**src/channel_clock_divider_pkg.sv**
```systemverilog
`default_nettype none
package channel_clock_divider_pkg;

    // ------------------------------------------------------------------
    // structure
    // ------------------------------------------------------------------
    localparam int NUM_STAGES = 7;
    localparam int NUM_CHANS  = 5;
    localparam int IDX_W      = 9;
    localparam int ADR_W      = 11;

    // divider stages that see the distribution clock directly
    localparam logic [NUM_STAGES-1:0] FIRST_STAGE_MASK = 7'h2f;
    // channel that owns each stage
    localparam int STAGE_CHAN [NUM_STAGES] = '{0, 1, 2, 3, 3, 4, 4};
    // last stage of each channel, which drives the channel output
    localparam int CHAN_LAST [NUM_CHANS] = '{0, 1, 2, 4, 6};

    // ------------------------------------------------------------------
    // register indices (byte address = 4 x index)
    // ------------------------------------------------------------------
    localparam logic [IDX_W-1:0] COUNT_IDX [NUM_STAGES] =
        '{9'h190, 9'h193, 9'h196, 9'h199, 9'h19b, 9'h19e, 9'h1a0};
    localparam logic [IDX_W-1:0] PHASE_IDX [NUM_CHANS] =
        '{9'h191, 9'h194, 9'h197, 9'h1f0, 9'h1f1};
    localparam logic [IDX_W-1:0] DUTY_IDX [NUM_CHANS] =
        '{9'h192, 9'h195, 9'h198, 9'h19d, 9'h1a2};
    localparam logic [IDX_W-1:0] CASC_BYPASS_IDX [2] = '{9'h19c, 9'h1a1};
    localparam logic [IDX_W-1:0] IDX_SOURCE_SELECT = 9'h1e1;
    localparam logic [IDX_W-1:0] IDX_ALIGN_CONTROL = 9'h1f2;
    localparam logic [IDX_W-1:0] IDX_OUTPUT_ENABLE = 9'h1f3;
    localparam logic [IDX_W-1:0] IDX_STATUS        = 9'h1f4;

    // ------------------------------------------------------------------
    // field positions
    // ------------------------------------------------------------------
    localparam int BIT_BYPASS           = 7;
    localparam int BIT_BEGIN_HIGH       = 4;
    localparam int BIT_STAGE1_BYPASS    = 4;
    localparam int BIT_STAGE2_BYPASS    = 5;
    localparam int BIT_DUTY_FIX_DISABLE = 0;
    localparam int BIT_ALIGN_TRIGGER    = 0;

    // ------------------------------------------------------------------
    // reset values
    // ------------------------------------------------------------------
    localparam logic [7:0] RST_COUNTS      = 8'h00;
    localparam logic [7:0] RST_PHASE       = 8'h00;
    localparam logic [7:0] RST_CASC_BYPASS = 8'h00;
    localparam logic       RST_DUTY_OFF    = 1'h0;
    localparam logic [1:0] RST_OUT_ENABLE  = 2'h0;

    // divider input source selector
    typedef enum logic [1:0] {
        SRC_CLK_VIA_VCODIV = 2'b00,
        SRC_CLK_DIRECT     = 2'b01,
        SRC_VCO_VIA_VCODIV = 2'b10,
        SRC_FORBIDDEN      = 2'b11
    } source_sel_t;

    localparam source_sel_t RST_SOURCE = SRC_VCO_VIA_VCODIV;

endpackage : channel_clock_divider_pkg
`default_nettype wire

```
**src/channel_clock_divider.sv**
```systemverilog
// The Wishbone register port was left to the implementer.
`default_nettype none
// Overview of operation
// - each stage holds 4-bit low and high fields; phases last field plus one cycles
// - unbypassed single stage divides by both fields plus two, ratio 2 to 32
// - bypass passes input at ratio one and freezes the counter
// - single-stage fields at first register, bypass bit 7, duty disable bit 0
// - counts are cycles of the divider input clock
// - duty correction on after reset, disabled per channel by its bit
// - duty correction gives 50%; software sets equal or low-plus-one fields; odd ratios come out one cycle longer low than high
// - uncorrected output is high for high cycles over total cycles
// - phase_skip plus begin_high form a five-bit delay, begin_high weighs 16
// - delay up to 15 delays the rising edge by that many cycles
// - delay of 16 or more delays by value minus 16 plus low cycles
// - new phase offsets apply only at an alignment event
// - begin_high bit 4 and phase_skip bits 3:0 of second register
// - cascaded channels chain two 2-to-32 stages, product up to 1024
// - cascaded bypass bits 4 and 5, one duty disable bit serves both
// - both bypassed gives ratio 1; second bypassed gives first ratio
// - cascaded ratio only reaches products of the two stage ratios
// - second single-ended output of cascaded pairs off after reset
// - two-bit source selector, fourth code forbidden
// - each output can begin high or low after alignment, a cascaded one only with its second stage bypassed
module channel_clock_divider
    import channel_clock_divider_pkg::*;
(
    input  wire logic                  clk_sys,
    input  wire logic                  rst,
    input  wire logic                  wb_cyc_i,
    input  wire logic                  wb_stb_i,
    input  wire logic                  wb_we_i,
    input  wire logic [ADR_W-1:0]      wb_adr_i,
    input  wire logic [3:0]            wb_sel_i,
    input  wire logic [31:0]           wb_dat_i,
    output logic      [31:0]           wb_dat_o,
    output logic                       wb_ack_o,
    input  wire logic                  alignTrigger,
    output logic      [NUM_CHANS-1:0]  chanOut,
    output logic      [1:0]            chanOutB,
    output logic      [1:0]            sourceSel
);

    // ------------------------------------------------------------------
    // helpers
    // ------------------------------------------------------------------
    // split a ratio into high and low lengths; with duty fix on, the
    // split comes from the total so even ratios are exactly 50% whatever the fields
    function automatic logic [9:0] ratioSplit(input logic [7:0] counts,
                                              input logic       dutyOn);
        logic [5:0] total;
        logic [4:0] hi;
        logic [4:0] lo;
        total = 6'({2'b00, counts[7:4]}) + 6'({2'b00, counts[3:0]}) + 6'h02;
        if (dutyOn) begin
            hi = total[5:1];
            lo = 5'(total - {1'b0, total[5:1]});
        end else begin
            hi = 5'({1'b0, counts[3:0]}) + 5'h01;
            lo = 5'({1'b0, counts[7:4]}) + 5'h01;
        end
        return {hi, lo};
    endfunction : ratioSplit

    // ------------------------------------------------------------------
    // register storage
    // ------------------------------------------------------------------
    logic [7:0]            countsReg_ff [NUM_STAGES];
    logic [7:0]            phaseReg_ff  [NUM_CHANS];
    logic [7:0]            cascByp_ff   [2];
    logic [NUM_CHANS-1:0]  dutyOff_ff;
    logic [1:0]            outEnB_ff;
    source_sel_t           srcSel_ff;
    logic                  ack_ff;
    logic [31:0]           datO_ff;
    logic                  syncReq_ff;

    // divider state
    logic [4:0]            cnt_ff   [NUM_STAGES];
    logic                  out_ff   [NUM_STAGES];
    logic [4:0]            actHi_ff [NUM_STAGES];
    logic [4:0]            actLo_ff [NUM_STAGES];
    logic [NUM_STAGES-1:0] actByp_ff;
    logic [NUM_CHANS-1:0]  chanOut_ff;
    logic [1:0]            chanOutB_ff;

    logic [4:0]            nxt_cnt   [NUM_STAGES];
    logic                  nxt_out   [NUM_STAGES];
    logic [4:0]            nxt_actHi [NUM_STAGES];
    logic [4:0]            nxt_actLo [NUM_STAGES];
    logic [NUM_STAGES-1:0] nxt_actByp;

    // ------------------------------------------------------------------
    // bus decode
    // ------------------------------------------------------------------
    wire logic [IDX_W-1:0] wbIdx   = wb_adr_i[ADR_W-1:2];
    wire logic             wbReq   = wb_cyc_i & wb_stb_i & ~ack_ff;
    wire logic             wbWrite = wbReq & wb_we_i & wb_sel_i[0];
    wire logic [7:0]       wbByte  = wb_dat_i[7:0];
    wire logic             alignWrite = wbWrite & (wbIdx == IDX_ALIGN_CONTROL)
                                        & wbByte[BIT_ALIGN_TRIGGER];
    wire logic             syncNow = syncReq_ff;

    // programmed stage fields, decoded from the register images
    logic [NUM_STAGES-1:0] progByp;
    logic [NUM_STAGES-1:0] dutyOn;
    logic [4:0]            progHi  [NUM_STAGES];
    logic [4:0]            progLo  [NUM_STAGES];
    logic [NUM_STAGES-1:0] advance;
    logic [NUM_STAGES-1:0] tick;
    logic [NUM_STAGES-1:0] lvl;

    // single-stage bypass in bit 7 of the second register
    assign progByp[0] = phaseReg_ff[0][BIT_BYPASS];
    assign progByp[1] = phaseReg_ff[1][BIT_BYPASS];
    assign progByp[2] = phaseReg_ff[2][BIT_BYPASS];
    // cascaded bypass bits 4 and 5
    assign progByp[3] = cascByp_ff[0][BIT_STAGE1_BYPASS];
    assign progByp[4] = cascByp_ff[0][BIT_STAGE2_BYPASS];
    assign progByp[5] = cascByp_ff[1][BIT_STAGE1_BYPASS];
    assign progByp[6] = cascByp_ff[1][BIT_STAGE2_BYPASS];

    // per-stage field split, advance strobe, rising tick and level
    for (genvar k = 0; k < NUM_STAGES; k++) begin : g_stage
        // one duty disable bit per channel serves both stages
        assign dutyOn[k] = ~dutyOff_ff[STAGE_CHAN[k]];
        assign {progHi[k], progLo[k]} = ratioSplit(countsReg_ff[k], dutyOn[k]);
        if (FIRST_STAGE_MASK[k]) begin : g_first
            // first stages count every distribution clock cycle
            assign advance[k] = 1'b1;
            assign lvl[k]     = actByp_ff[k] | out_ff[k];
        end else begin : g_second
            // second stage counts rising edges of the first, ratios multiply
            assign advance[k] = tick[k-1];
            assign lvl[k]     = actByp_ff[k] ? lvl[k-1] : out_ff[k];
        end
        assign tick[k] = advance[k] & (actByp_ff[k] | (~out_ff[k] & (cnt_ff[k] == 5'h00)));
    end

    // ------------------------------------------------------------------
    // read mux
    // ------------------------------------------------------------------
    function automatic logic [7:0] readByte(input logic [IDX_W-1:0] idx);
        logic [7:0] r;
        r = 8'h00;
        for (int k = 0; k < NUM_STAGES; k++) begin
            if (idx == COUNT_IDX[k]) begin
                r = countsReg_ff[k];
            end
        end
        for (int c = 0; c < NUM_CHANS; c++) begin
            if (idx == PHASE_IDX[c]) begin
                r = phaseReg_ff[c];
            end
            if (idx == DUTY_IDX[c]) begin
                r = {7'h00, dutyOff_ff[c]};
            end
        end
        for (int b = 0; b < 2; b++) begin
            if (idx == CASC_BYPASS_IDX[b]) begin
                r = cascByp_ff[b];
            end
        end
        if (idx == IDX_SOURCE_SELECT) begin
            r = {6'h00, srcSel_ff};
        end
        if (idx == IDX_OUTPUT_ENABLE) begin
            r = {6'h00, outEnB_ff};
        end
        if (idx == IDX_STATUS) begin
            r = {3'h0, chanOut_ff};
        end
        return r;
    endfunction : readByte

    wire logic [31:0] rdWord = {24'h00_0000, readByte(wbIdx)};

    // ------------------------------------------------------------------
    // wishbone slave: one-cycle ack, unmapped reads zero, writes ignored
    // ------------------------------------------------------------------
    always_ff @(posedge clk_sys) begin
        if (rst) begin
            ack_ff  <= 1'b0;
            datO_ff <= 32'h0000_0000;
        end else begin
            ack_ff  <= wbReq;
            datO_ff <= wbReq ? rdWord : 32'h0000_0000;
        end
    end

    // register writes; only byte lane 0 carries data
    always_ff @(posedge clk_sys) begin
        if (rst) begin
            // duty fix active, B outputs off after reset
            dutyOff_ff <= {NUM_CHANS{RST_DUTY_OFF}};
            outEnB_ff  <= RST_OUT_ENABLE;
            srcSel_ff  <= RST_SOURCE;
            for (int k = 0; k < NUM_STAGES; k++) begin
                countsReg_ff[k] <= RST_COUNTS;
            end
            for (int c = 0; c < NUM_CHANS; c++) begin
                phaseReg_ff[c] <= RST_PHASE;
            end
            for (int b = 0; b < 2; b++) begin
                cascByp_ff[b] <= RST_CASC_BYPASS;
            end
        end else if (wbWrite) begin
            for (int k = 0; k < NUM_STAGES; k++) begin
                if (wbIdx == COUNT_IDX[k]) begin
                    countsReg_ff[k] <= wbByte;
                end
            end
            for (int c = 0; c < NUM_CHANS; c++) begin
                // begin_high bit 4, phase_skip bits 3:0
                if (wbIdx == PHASE_IDX[c]) begin
                    phaseReg_ff[c] <= (c < 3) ? (wbByte & 8'h9f) : (wbByte & 8'h1f);
                end
                if (wbIdx == DUTY_IDX[c]) begin
                    dutyOff_ff[c] <= wbByte[BIT_DUTY_FIX_DISABLE];
                end
            end
            for (int b = 0; b < 2; b++) begin
                if (wbIdx == CASC_BYPASS_IDX[b]) begin
                    cascByp_ff[b] <= wbByte & 8'h30;
                end
            end
            // forbidden source code leaves the selector unchanged
            if (wbIdx == IDX_SOURCE_SELECT && wbByte[1:0] != SRC_FORBIDDEN) begin
                srcSel_ff <= source_sel_t'(wbByte[1:0]);
            end
            if (wbIdx == IDX_OUTPUT_ENABLE) begin
                outEnB_ff <= wbByte[1:0];
            end
        end
    end

    // alignment request; reset itself counts as one so outputs start aligned
    always_ff @(posedge clk_sys) begin
        if (rst) begin
            syncReq_ff <= 1'b1;
        end else begin
            // offsets are applied only through this event
            syncReq_ff <= alignWrite | alignTrigger;
        end
    end

    // ------------------------------------------------------------------
    // divider next state
    // ------------------------------------------------------------------
    always_comb begin
        for (int k = 0; k < NUM_STAGES; k++) begin
            logic [3:0] skip;
            logic       beginHigh;
            skip      = phaseReg_ff[STAGE_CHAN[k]][3:0];
            beginHigh = phaseReg_ff[STAGE_CHAN[k]][BIT_BEGIN_HIGH];
            nxt_cnt[k]    = cnt_ff[k];
            nxt_out[k]    = out_ff[k];
            nxt_actHi[k]  = actHi_ff[k];
            nxt_actLo[k]  = actLo_ff[k];
            nxt_actByp[k] = actByp_ff[k];
            if (syncNow) begin
                // every stage reloads in the same cycle
                nxt_actHi[k]  = progHi[k];
                nxt_actLo[k]  = progLo[k];
                nxt_actByp[k] = progByp[k];
                nxt_out[k]    = 1'b0;
                nxt_cnt[k]    = 5'h00;
                if (FIRST_STAGE_MASK[k] && !progByp[k]) begin
                    // begin_high weighs 16 over the four skip bits
                    if (beginHigh && skip != 4'h0) begin
                        // begin high, high skip plus one cycles, then full low
                        nxt_out[k] = 1'b1;
                        nxt_cnt[k] = {1'b0, skip};
                    end else if (beginHigh) begin
                        // skip of zero: delay is the low length
                        nxt_cnt[k] = progLo[k];
                    end else begin
                        // plain delay of skip input cycles
                        nxt_cnt[k] = {1'b0, skip};
                    end
                end
            end else if (advance[k] && !actByp_ff[k]) begin
                if (cnt_ff[k] != 5'h00) begin
                    nxt_cnt[k] = cnt_ff[k] - 5'h01;
                end else if (out_ff[k]) begin
                    // low phase of actLo cycles, low field plus one only with duty fix off
                    nxt_out[k] = 1'b0;
                    nxt_cnt[k] = actLo_ff[k] - 5'h01;
                end else begin
                    // new ratio taken only at the period start
                    nxt_out[k]    = 1'b1;
                    nxt_cnt[k]    = progHi[k] - 5'h01;
                    nxt_actHi[k]  = progHi[k];
                    nxt_actLo[k]  = progLo[k];
                    nxt_actByp[k] = progByp[k];
                end
            end else if (tick[k]) begin
                // bypassed stage keeps its counter still
                nxt_actHi[k]  = progHi[k];
                nxt_actLo[k]  = progLo[k];
                nxt_actByp[k] = progByp[k];
            end
        end
    end

    // divider state registers
    always_ff @(posedge clk_sys) begin
        if (rst) begin
            actByp_ff <= '0;
            for (int k = 0; k < NUM_STAGES; k++) begin
                cnt_ff[k]   <= 5'h00;
                out_ff[k]   <= 1'b0;
                actHi_ff[k] <= 5'h01;
                actLo_ff[k] <= 5'h01;
            end
        end else begin
            actByp_ff <= nxt_actByp;
            for (int k = 0; k < NUM_STAGES; k++) begin
                cnt_ff[k]   <= nxt_cnt[k];
                out_ff[k]   <= nxt_out[k];
                actHi_ff[k] <= nxt_actHi[k];
                actLo_ff[k] <= nxt_actLo[k];
            end
        end
    end

    // ------------------------------------------------------------------
    // outputs, one flop after the stage levels
    // ------------------------------------------------------------------
    always_ff @(posedge clk_sys) begin
        if (rst) begin
            chanOut_ff  <= '0;
            chanOutB_ff <= 2'h0;
        end else begin
            for (int c = 0; c < NUM_CHANS; c++) begin
                // a bypassed second stage passes the first stage level
                chanOut_ff[c] <= lvl[CHAN_LAST[c]];
            end
            // B outputs follow the channel only when enabled
            chanOutB_ff <= {lvl[6], lvl[4]} & outEnB_ff;
        end
    end

    assign wb_ack_o  = ack_ff;
    assign wb_dat_o  = datO_ff;
    assign chanOut   = chanOut_ff;
    assign chanOutB  = chanOutB_ff;
    assign sourceSel = srcSel_ff;
endmodule : channel_clock_divider
`default_nettype wire

```
**config.mk**
```make
export PLATFORM = sky130hd
export DESIGN_NAME = channel_clock_divider
export DESIGN_NICKNAME = d
export VERILOG_FILES = /design/src/channel_clock_divider_pkg.sv /design/src/channel_clock_divider.sv
export SDC_FILE = /design/constraint.sdc
export NUM_CORES = 1
export LEC_CHECK = 0
export BUFFER_PORTS_ARGS = -buffer_cell sky130_fd_sc_hd__clkbuf_2
export CAP_MARGIN = 20
export CORE_ASPECT_RATIO = 0.7
export CORE_MARGIN = 5
export CORE_UTILIZATION = 25
export CTS_CLUSTER_DIAMETER = 80
export DETAILED_ROUTE_END_ITERATION = 8
export PLACE_DENSITY = 0.49
export SLEW_MARGIN = 15
export SYNTH_ARGS = -nofsm -noshare
export SYNTH_HDL_FRONTEND = slang
export SYNTH_SLANG_ARGS = --single-unit
```
**constraint.sdc**
```tcl
create_clock -name clk_sys -period 6.65 [get_ports clk_sys]
set_input_delay 0.3325 -clock clk_sys [delete_from_list [all_inputs] [get_ports clk_sys]]
set_output_delay 0.3325 -clock clk_sys [all_outputs]
set_load 0.03 [all_outputs]
```
* After elaboration in Yosys (flattened, before gate mapping)
Memories as Yosys holds them, arrays and structs flattened.
Index checks and enable logic that the tools add are counted.
** Operators by class
- Add/subtract/negate cells :: 56
- Eq/ne operators :: 28
- Mux-type cells :: 283
- Bitwise logic cells :: 73
- Reduce and logical (&&, ||, !) cells :: 42
** Operators with widths (count)
- $mux 5 :: 109
- $mux 8 :: 26
- $eq 9x9->1 const B :: 23
- $mux 1 :: 141
- $sub 5x1->5 const B :: 21
- $add 4x1->5 const B :: 14
- $or 1x1->1 :: 48
- $add 5x2->6 const B :: 7
- $add 4x4->5 :: 7
- $logic_not 5->1 :: 7
- $reduce_bool 5->1 :: 7
- $sub 5x5->5 :: 7
- $mux 6 :: 5
- $reduce_bool 4->1 :: 5
- $and 1x1->1 :: 15
- $reduce_and 2->1 :: 7
- $ne 3x3->1 const B :: 4
- $not 1->1 :: 9
- $logic_and 1x1->1 :: 8
- $reduce_and 3->1 :: 2
- $reduce_bool 3->1 :: 2
- $reduce_or 5->1 :: 1
- $mux 2 :: 2
- $and 2x2->2 :: 1
- 3 further kinds :: 4
** Word-level totals
- Register bits after elaboration :: 57
- Memory bits (writable) :: 167
- Bits of input ports :: 53
- Logic and storage cells :: 505
- Memories :: 6
** Memories
- countsReg_ff :: depth 7, bits a word 8, rd ports 7, clocked after Yosys merged registers in 0, write ports 7, RTL line channel_clock_divider.sv:67 : logic [7:0] countsReg_ff [NUM_STAGES];
- actLo_ff :: depth 7, bits a word 5, rd ports 7, clocked after Yosys merged registers in 0, write ports 7, RTL line channel_clock_divider.sv:81 : logic [4:0] actLo_ff [NUM_STAGES];
- cnt_ff :: depth 7, bits a word 5, rd ports 7, clocked after Yosys merged registers in 0, write ports 7, RTL line channel_clock_divider.sv:78 : logic [4:0] cnt_ff [NUM_STAGES];
- phaseReg_ff :: depth 5, bits a word 6, rd ports 5, clocked after Yosys merged registers in 0, write ports 5, RTL line channel_clock_divider.sv:68 : logic [7:0] phaseReg_ff [NUM_CHANS];
- out_ff :: depth 7, bits a word 1, rd ports 7, clocked after Yosys merged registers in 0, write ports 7, RTL line channel_clock_divider.sv:79 : logic out_ff [NUM_STAGES];
- cascByp_ff :: depth 2, bits a word 2, rd ports 2, clocked after Yosys merged registers in 0, write ports 2, RTL line channel_clock_divider.sv:69 : logic [7:0] cascByp_ff [2];

* Longest topological paths before layout
- Word-level depth :: 23
- Mapped depth :: 15
- Depth with buffers taken out :: 15

* Worst setup path before layout
No wires, ideal clock.
- Kind :: reg2reg
- Start :: memory countsReg_ff[5][1]
- End :: memory cnt_ff[5][4]
- Setup time :: 134 ps
- Arrival time :: 3016 ps
- Data required time :: 6516 ps
- Path slack :: 3500 ps
- Stages on the path, launching flop included :: 15
- Path buffers :: 0
- Period minus slack after synthesis :: 3150 ps
- Cells stage by stage :: edfxtp_1 -> inv_1 -> ha_1 -> inv_1 -> ha_1 -> fa_1 -> xor2_1 -> inv_1 -> ha_1 -> a21o_1 -> a21oi_1 -> nor2_1 -> mux2i_1 -> a2111oi_0 -> or4_1
** RTL lines (RTL line)
- start, declared :: channel_clock_divider.sv:67
- end, declared :: channel_clock_divider.sv:78

==> flow_metrics.tcl <==
set metrics [dict create \
    r2r_cells 14 \
    worst_pin_slew_ns 1.01 \
    ys_seq_area_share_pct 34.0 \
    hp-class "input pin to flop" \
    grt_max_degree 55 \
    nNetsFinal 1803 \
    io_pins 95 \
    cts-buffers-inserted 17 \
    drt_first_pass_iters 6 \
    drv_cap 0 \
    cp.arrival_ns 4.12 \
    ctsHtreeMaxLevel 4 \
    worst_slack_ns 2.91 \
    crit_required_ns 7.02 \
    antenna_left 0 \
    wire_per_inst_um 21.3 \
    timing.slew.headroom_pct 32.1 \
    rsz0062_at_grt "no" \
    dieWidth_um 295 \
    grt_use_total_pct 16.2 \
    startpoint_type "flop" \
    final_cells 2402 \
    num_vias 12900 \
    hpwl_um 39300 \
    setup_viol 0 \
    hold_depth 3 \
    fp.coreArea_mm2 0.0566 \
    status "finished, final reports clean" \
    antenna_found_initial 2 \
    vias_per_cell 5.37 \
    first_iter_violations 1366 \
    vdd_drop_max_mv 0.132 \
    clk_latency_ns 0.46 \
    io_buffer_count 41 \
    die_h_um 210 \
    timing.setup.tns_ns 0 \
    grt_pass1_wl_um 76900 \
    fp-row-count 73 \
    synth_cells 1638 \
    yosys_most_used_dff "dfxtp_1" \
    dp_cells 2369 \
    syn_to_final_growth_pct 10.8 \
    grt.overflow.total 0 \
    final_layout_size_suffix_gt1_share_pct 7.69 \
    place.gp.congestion 0.977 \
    skew_ns 0.0139 \
    cts_buffer_depth 2 \
    power_density_mw_per_mm2 242 \
    post-place-ws_ns 2.99 \
    cp_max_fo 4 \
    power_leakage_uw 0.00601 \
    cts_tree "yes" \
    dieArea_mm2 0.0619 \
    worstSetupPathType "flop to flop" \
    post-route-period-util_pct 56.3 \
    ctsResizeCount 0 \
    synth_edf_count 88 \
    clkTransAtPathRegs_ns 0.08 \
    drc 0 \
    reg2reg_slack_ns 2.91 \
    initial_core_util_pct 25.2 \
    totalWireLength_um 51200 \
    postCtsSetupBuffers 0 \
    fmax_ghz 0.267 \
    synthArstFlopShare_pct 0 \
    hold_violations 0 \
    fin_crit_ns 3.74 \
    endpoint_kind "flop" \
    syn_area_mm2 0.0142 \
    cts-root-buf "clkbuf_16" \
    numClockSinks 198 \
    grt_pass1_vias 12000 \
    yosys_warnings 0 \
    hold_buffers 0 \
    avgSynthCellArea_um2 8.70 \
    slew_viol_final 0 \
    ys_ff_latch 198 \
    synth_cell_types 87 \
]
==> final timing paths <==
path / end / from
worst max register to register: cnt_ff[3][4] / countsReg_ff[3][5]
worst min register to register: actLo_ff[1][0] / actLo_ff[1][0]
worst min-delay path: syncNow / alignTrigger
worst max-delay path: cnt_ff[3][4] / countsReg_ff[3][5]
==> through the flow <==
stage / hold slack [ns] / utilization, % / power (uW) / cell area, um2
floorplan: 0.426 / - / 2360 / 14300
CTS: 0.113 / 27.9 / 3830 / 15800
global placement: 0.440 / 26.7 / 2630 / 15100
finish: 0.128 / 27.9 / 3820 / 15800
global route: 0.136 / 27.9 / 4030 / 15800
detailed placement: 0.442 / 26.7 / 2640 / 15100
==> worst max-delay path, cell delays in order (launching register included) <==
cell and delay (ns):
edfxtp_1 0.51, inv_1 0.08, ha_1 0.27, inv_1 0.04, ha_1 0.23, fa_1 0.44
xnor2_1 0.32, inv_1 0.08, ha_1 0.35, a21oi_1 0.14, nand2_1 0.08, and3_1 0.14
o31ai_1 0.52, a21boi_0 0.18, a311oi_1 0.28
==> layer usage <==
metal	GRT usage [%]	share of wire, %
met1	25.4	49
met2	21.0	38
met3	5.62	11
met4	3.26	1.3
met5	0	0
==> state kept, by name, indices dropped and copies added (netlist names) <==
register      count
chanOutB          2
phaseReg_ff      28
syncNow           1
countsReg_ff     56
sourceSel         2
wb_ack_o          1
out_ff            7
actLo_ff         35
cascByp_ff        4
dutyOff_ff        5
actByp_ff         7
wb_dat_o          8
cnt_ff           35
chanOut           5
outEnB_ff         2
==> synth_stat cells (14+ instances only) <==
cell type	n	area share [%]
edfxtp_1	88	19
a31oi_1	33	1.4
mux2i_1	39	2.7
nand3_1	54	1.9
xor2_1	27	1.7
and2_1	20	0.88
a21oi_1	93	3.3
nor2_1	187	4.9
nor2b_1	34	1.5
nor3_1	61	2.1
xnor2_1	41	2.5
nand2_1	98	2.6
buf_2	15	0.53
o21ai_0	44	1.5
ha_1	98	8.6
dfxtp_1	110	15
nand4_1	19	0.83
fa_1	14	2.0
clkbuf_1	49	1.3
inv_1	96	2.5
buf_4	24	1.3
a211oi_1	33	1.7
a21o_1	27	1.4
nand2b_1	47	2.1
==> final cells by class <==
class                      instances  area, um2
clock inverter                    12        178
clock buffer                      20        489
timing repair buffer              54        303
multi-input combinational       1269       8660
tap                              750        938
inverter                          98        368
antenna                            1       2.50
fill                            6137      40800
sequential                       198       4850
==> cell families after synthesis <==
kind of cell,Yosys count,synth area share (%)
flops,198,34.0
compound gates,404,19.9
buf+inv,194,5.89
mux,48,3.45
other cells,1,0.0263
fa+ha+maj,112,10.6
simple gates,613,22.0
xor+xnor,68,4.18
==> report_power, final <==
part | internal [uW] | switching [uW]
Sequential | 1380 | 122
Combinational | 469 | 674
Clock | 660 | 517
==> layout by cell type (no fill, tap or decap), types with 12 or more instances in the layout <==
cell type	n
a31oi_1	33
ha_1	98
edfxtp_1	88
xnor2_1	41
a211oi_1	33
fa_1	14
clkbuf_2	40
nor2_1	187
mux2i_1	39
nand3_1	54
nand2b_1	47
nand2_1	98
nor2b_1	34
inv_1	96
and2_1	20
conb_1	24
dfxtp_1	109
a21o_1	27
a311oi_1	12
xor2_1	27
a21oi_1	93
buf_4	13
clkbuf_16	19
nor3_1	60
o21ai_0	44
nand4_1	19
a22oi_1	12
Note: power is estimated with default switching activity, not from simulation.
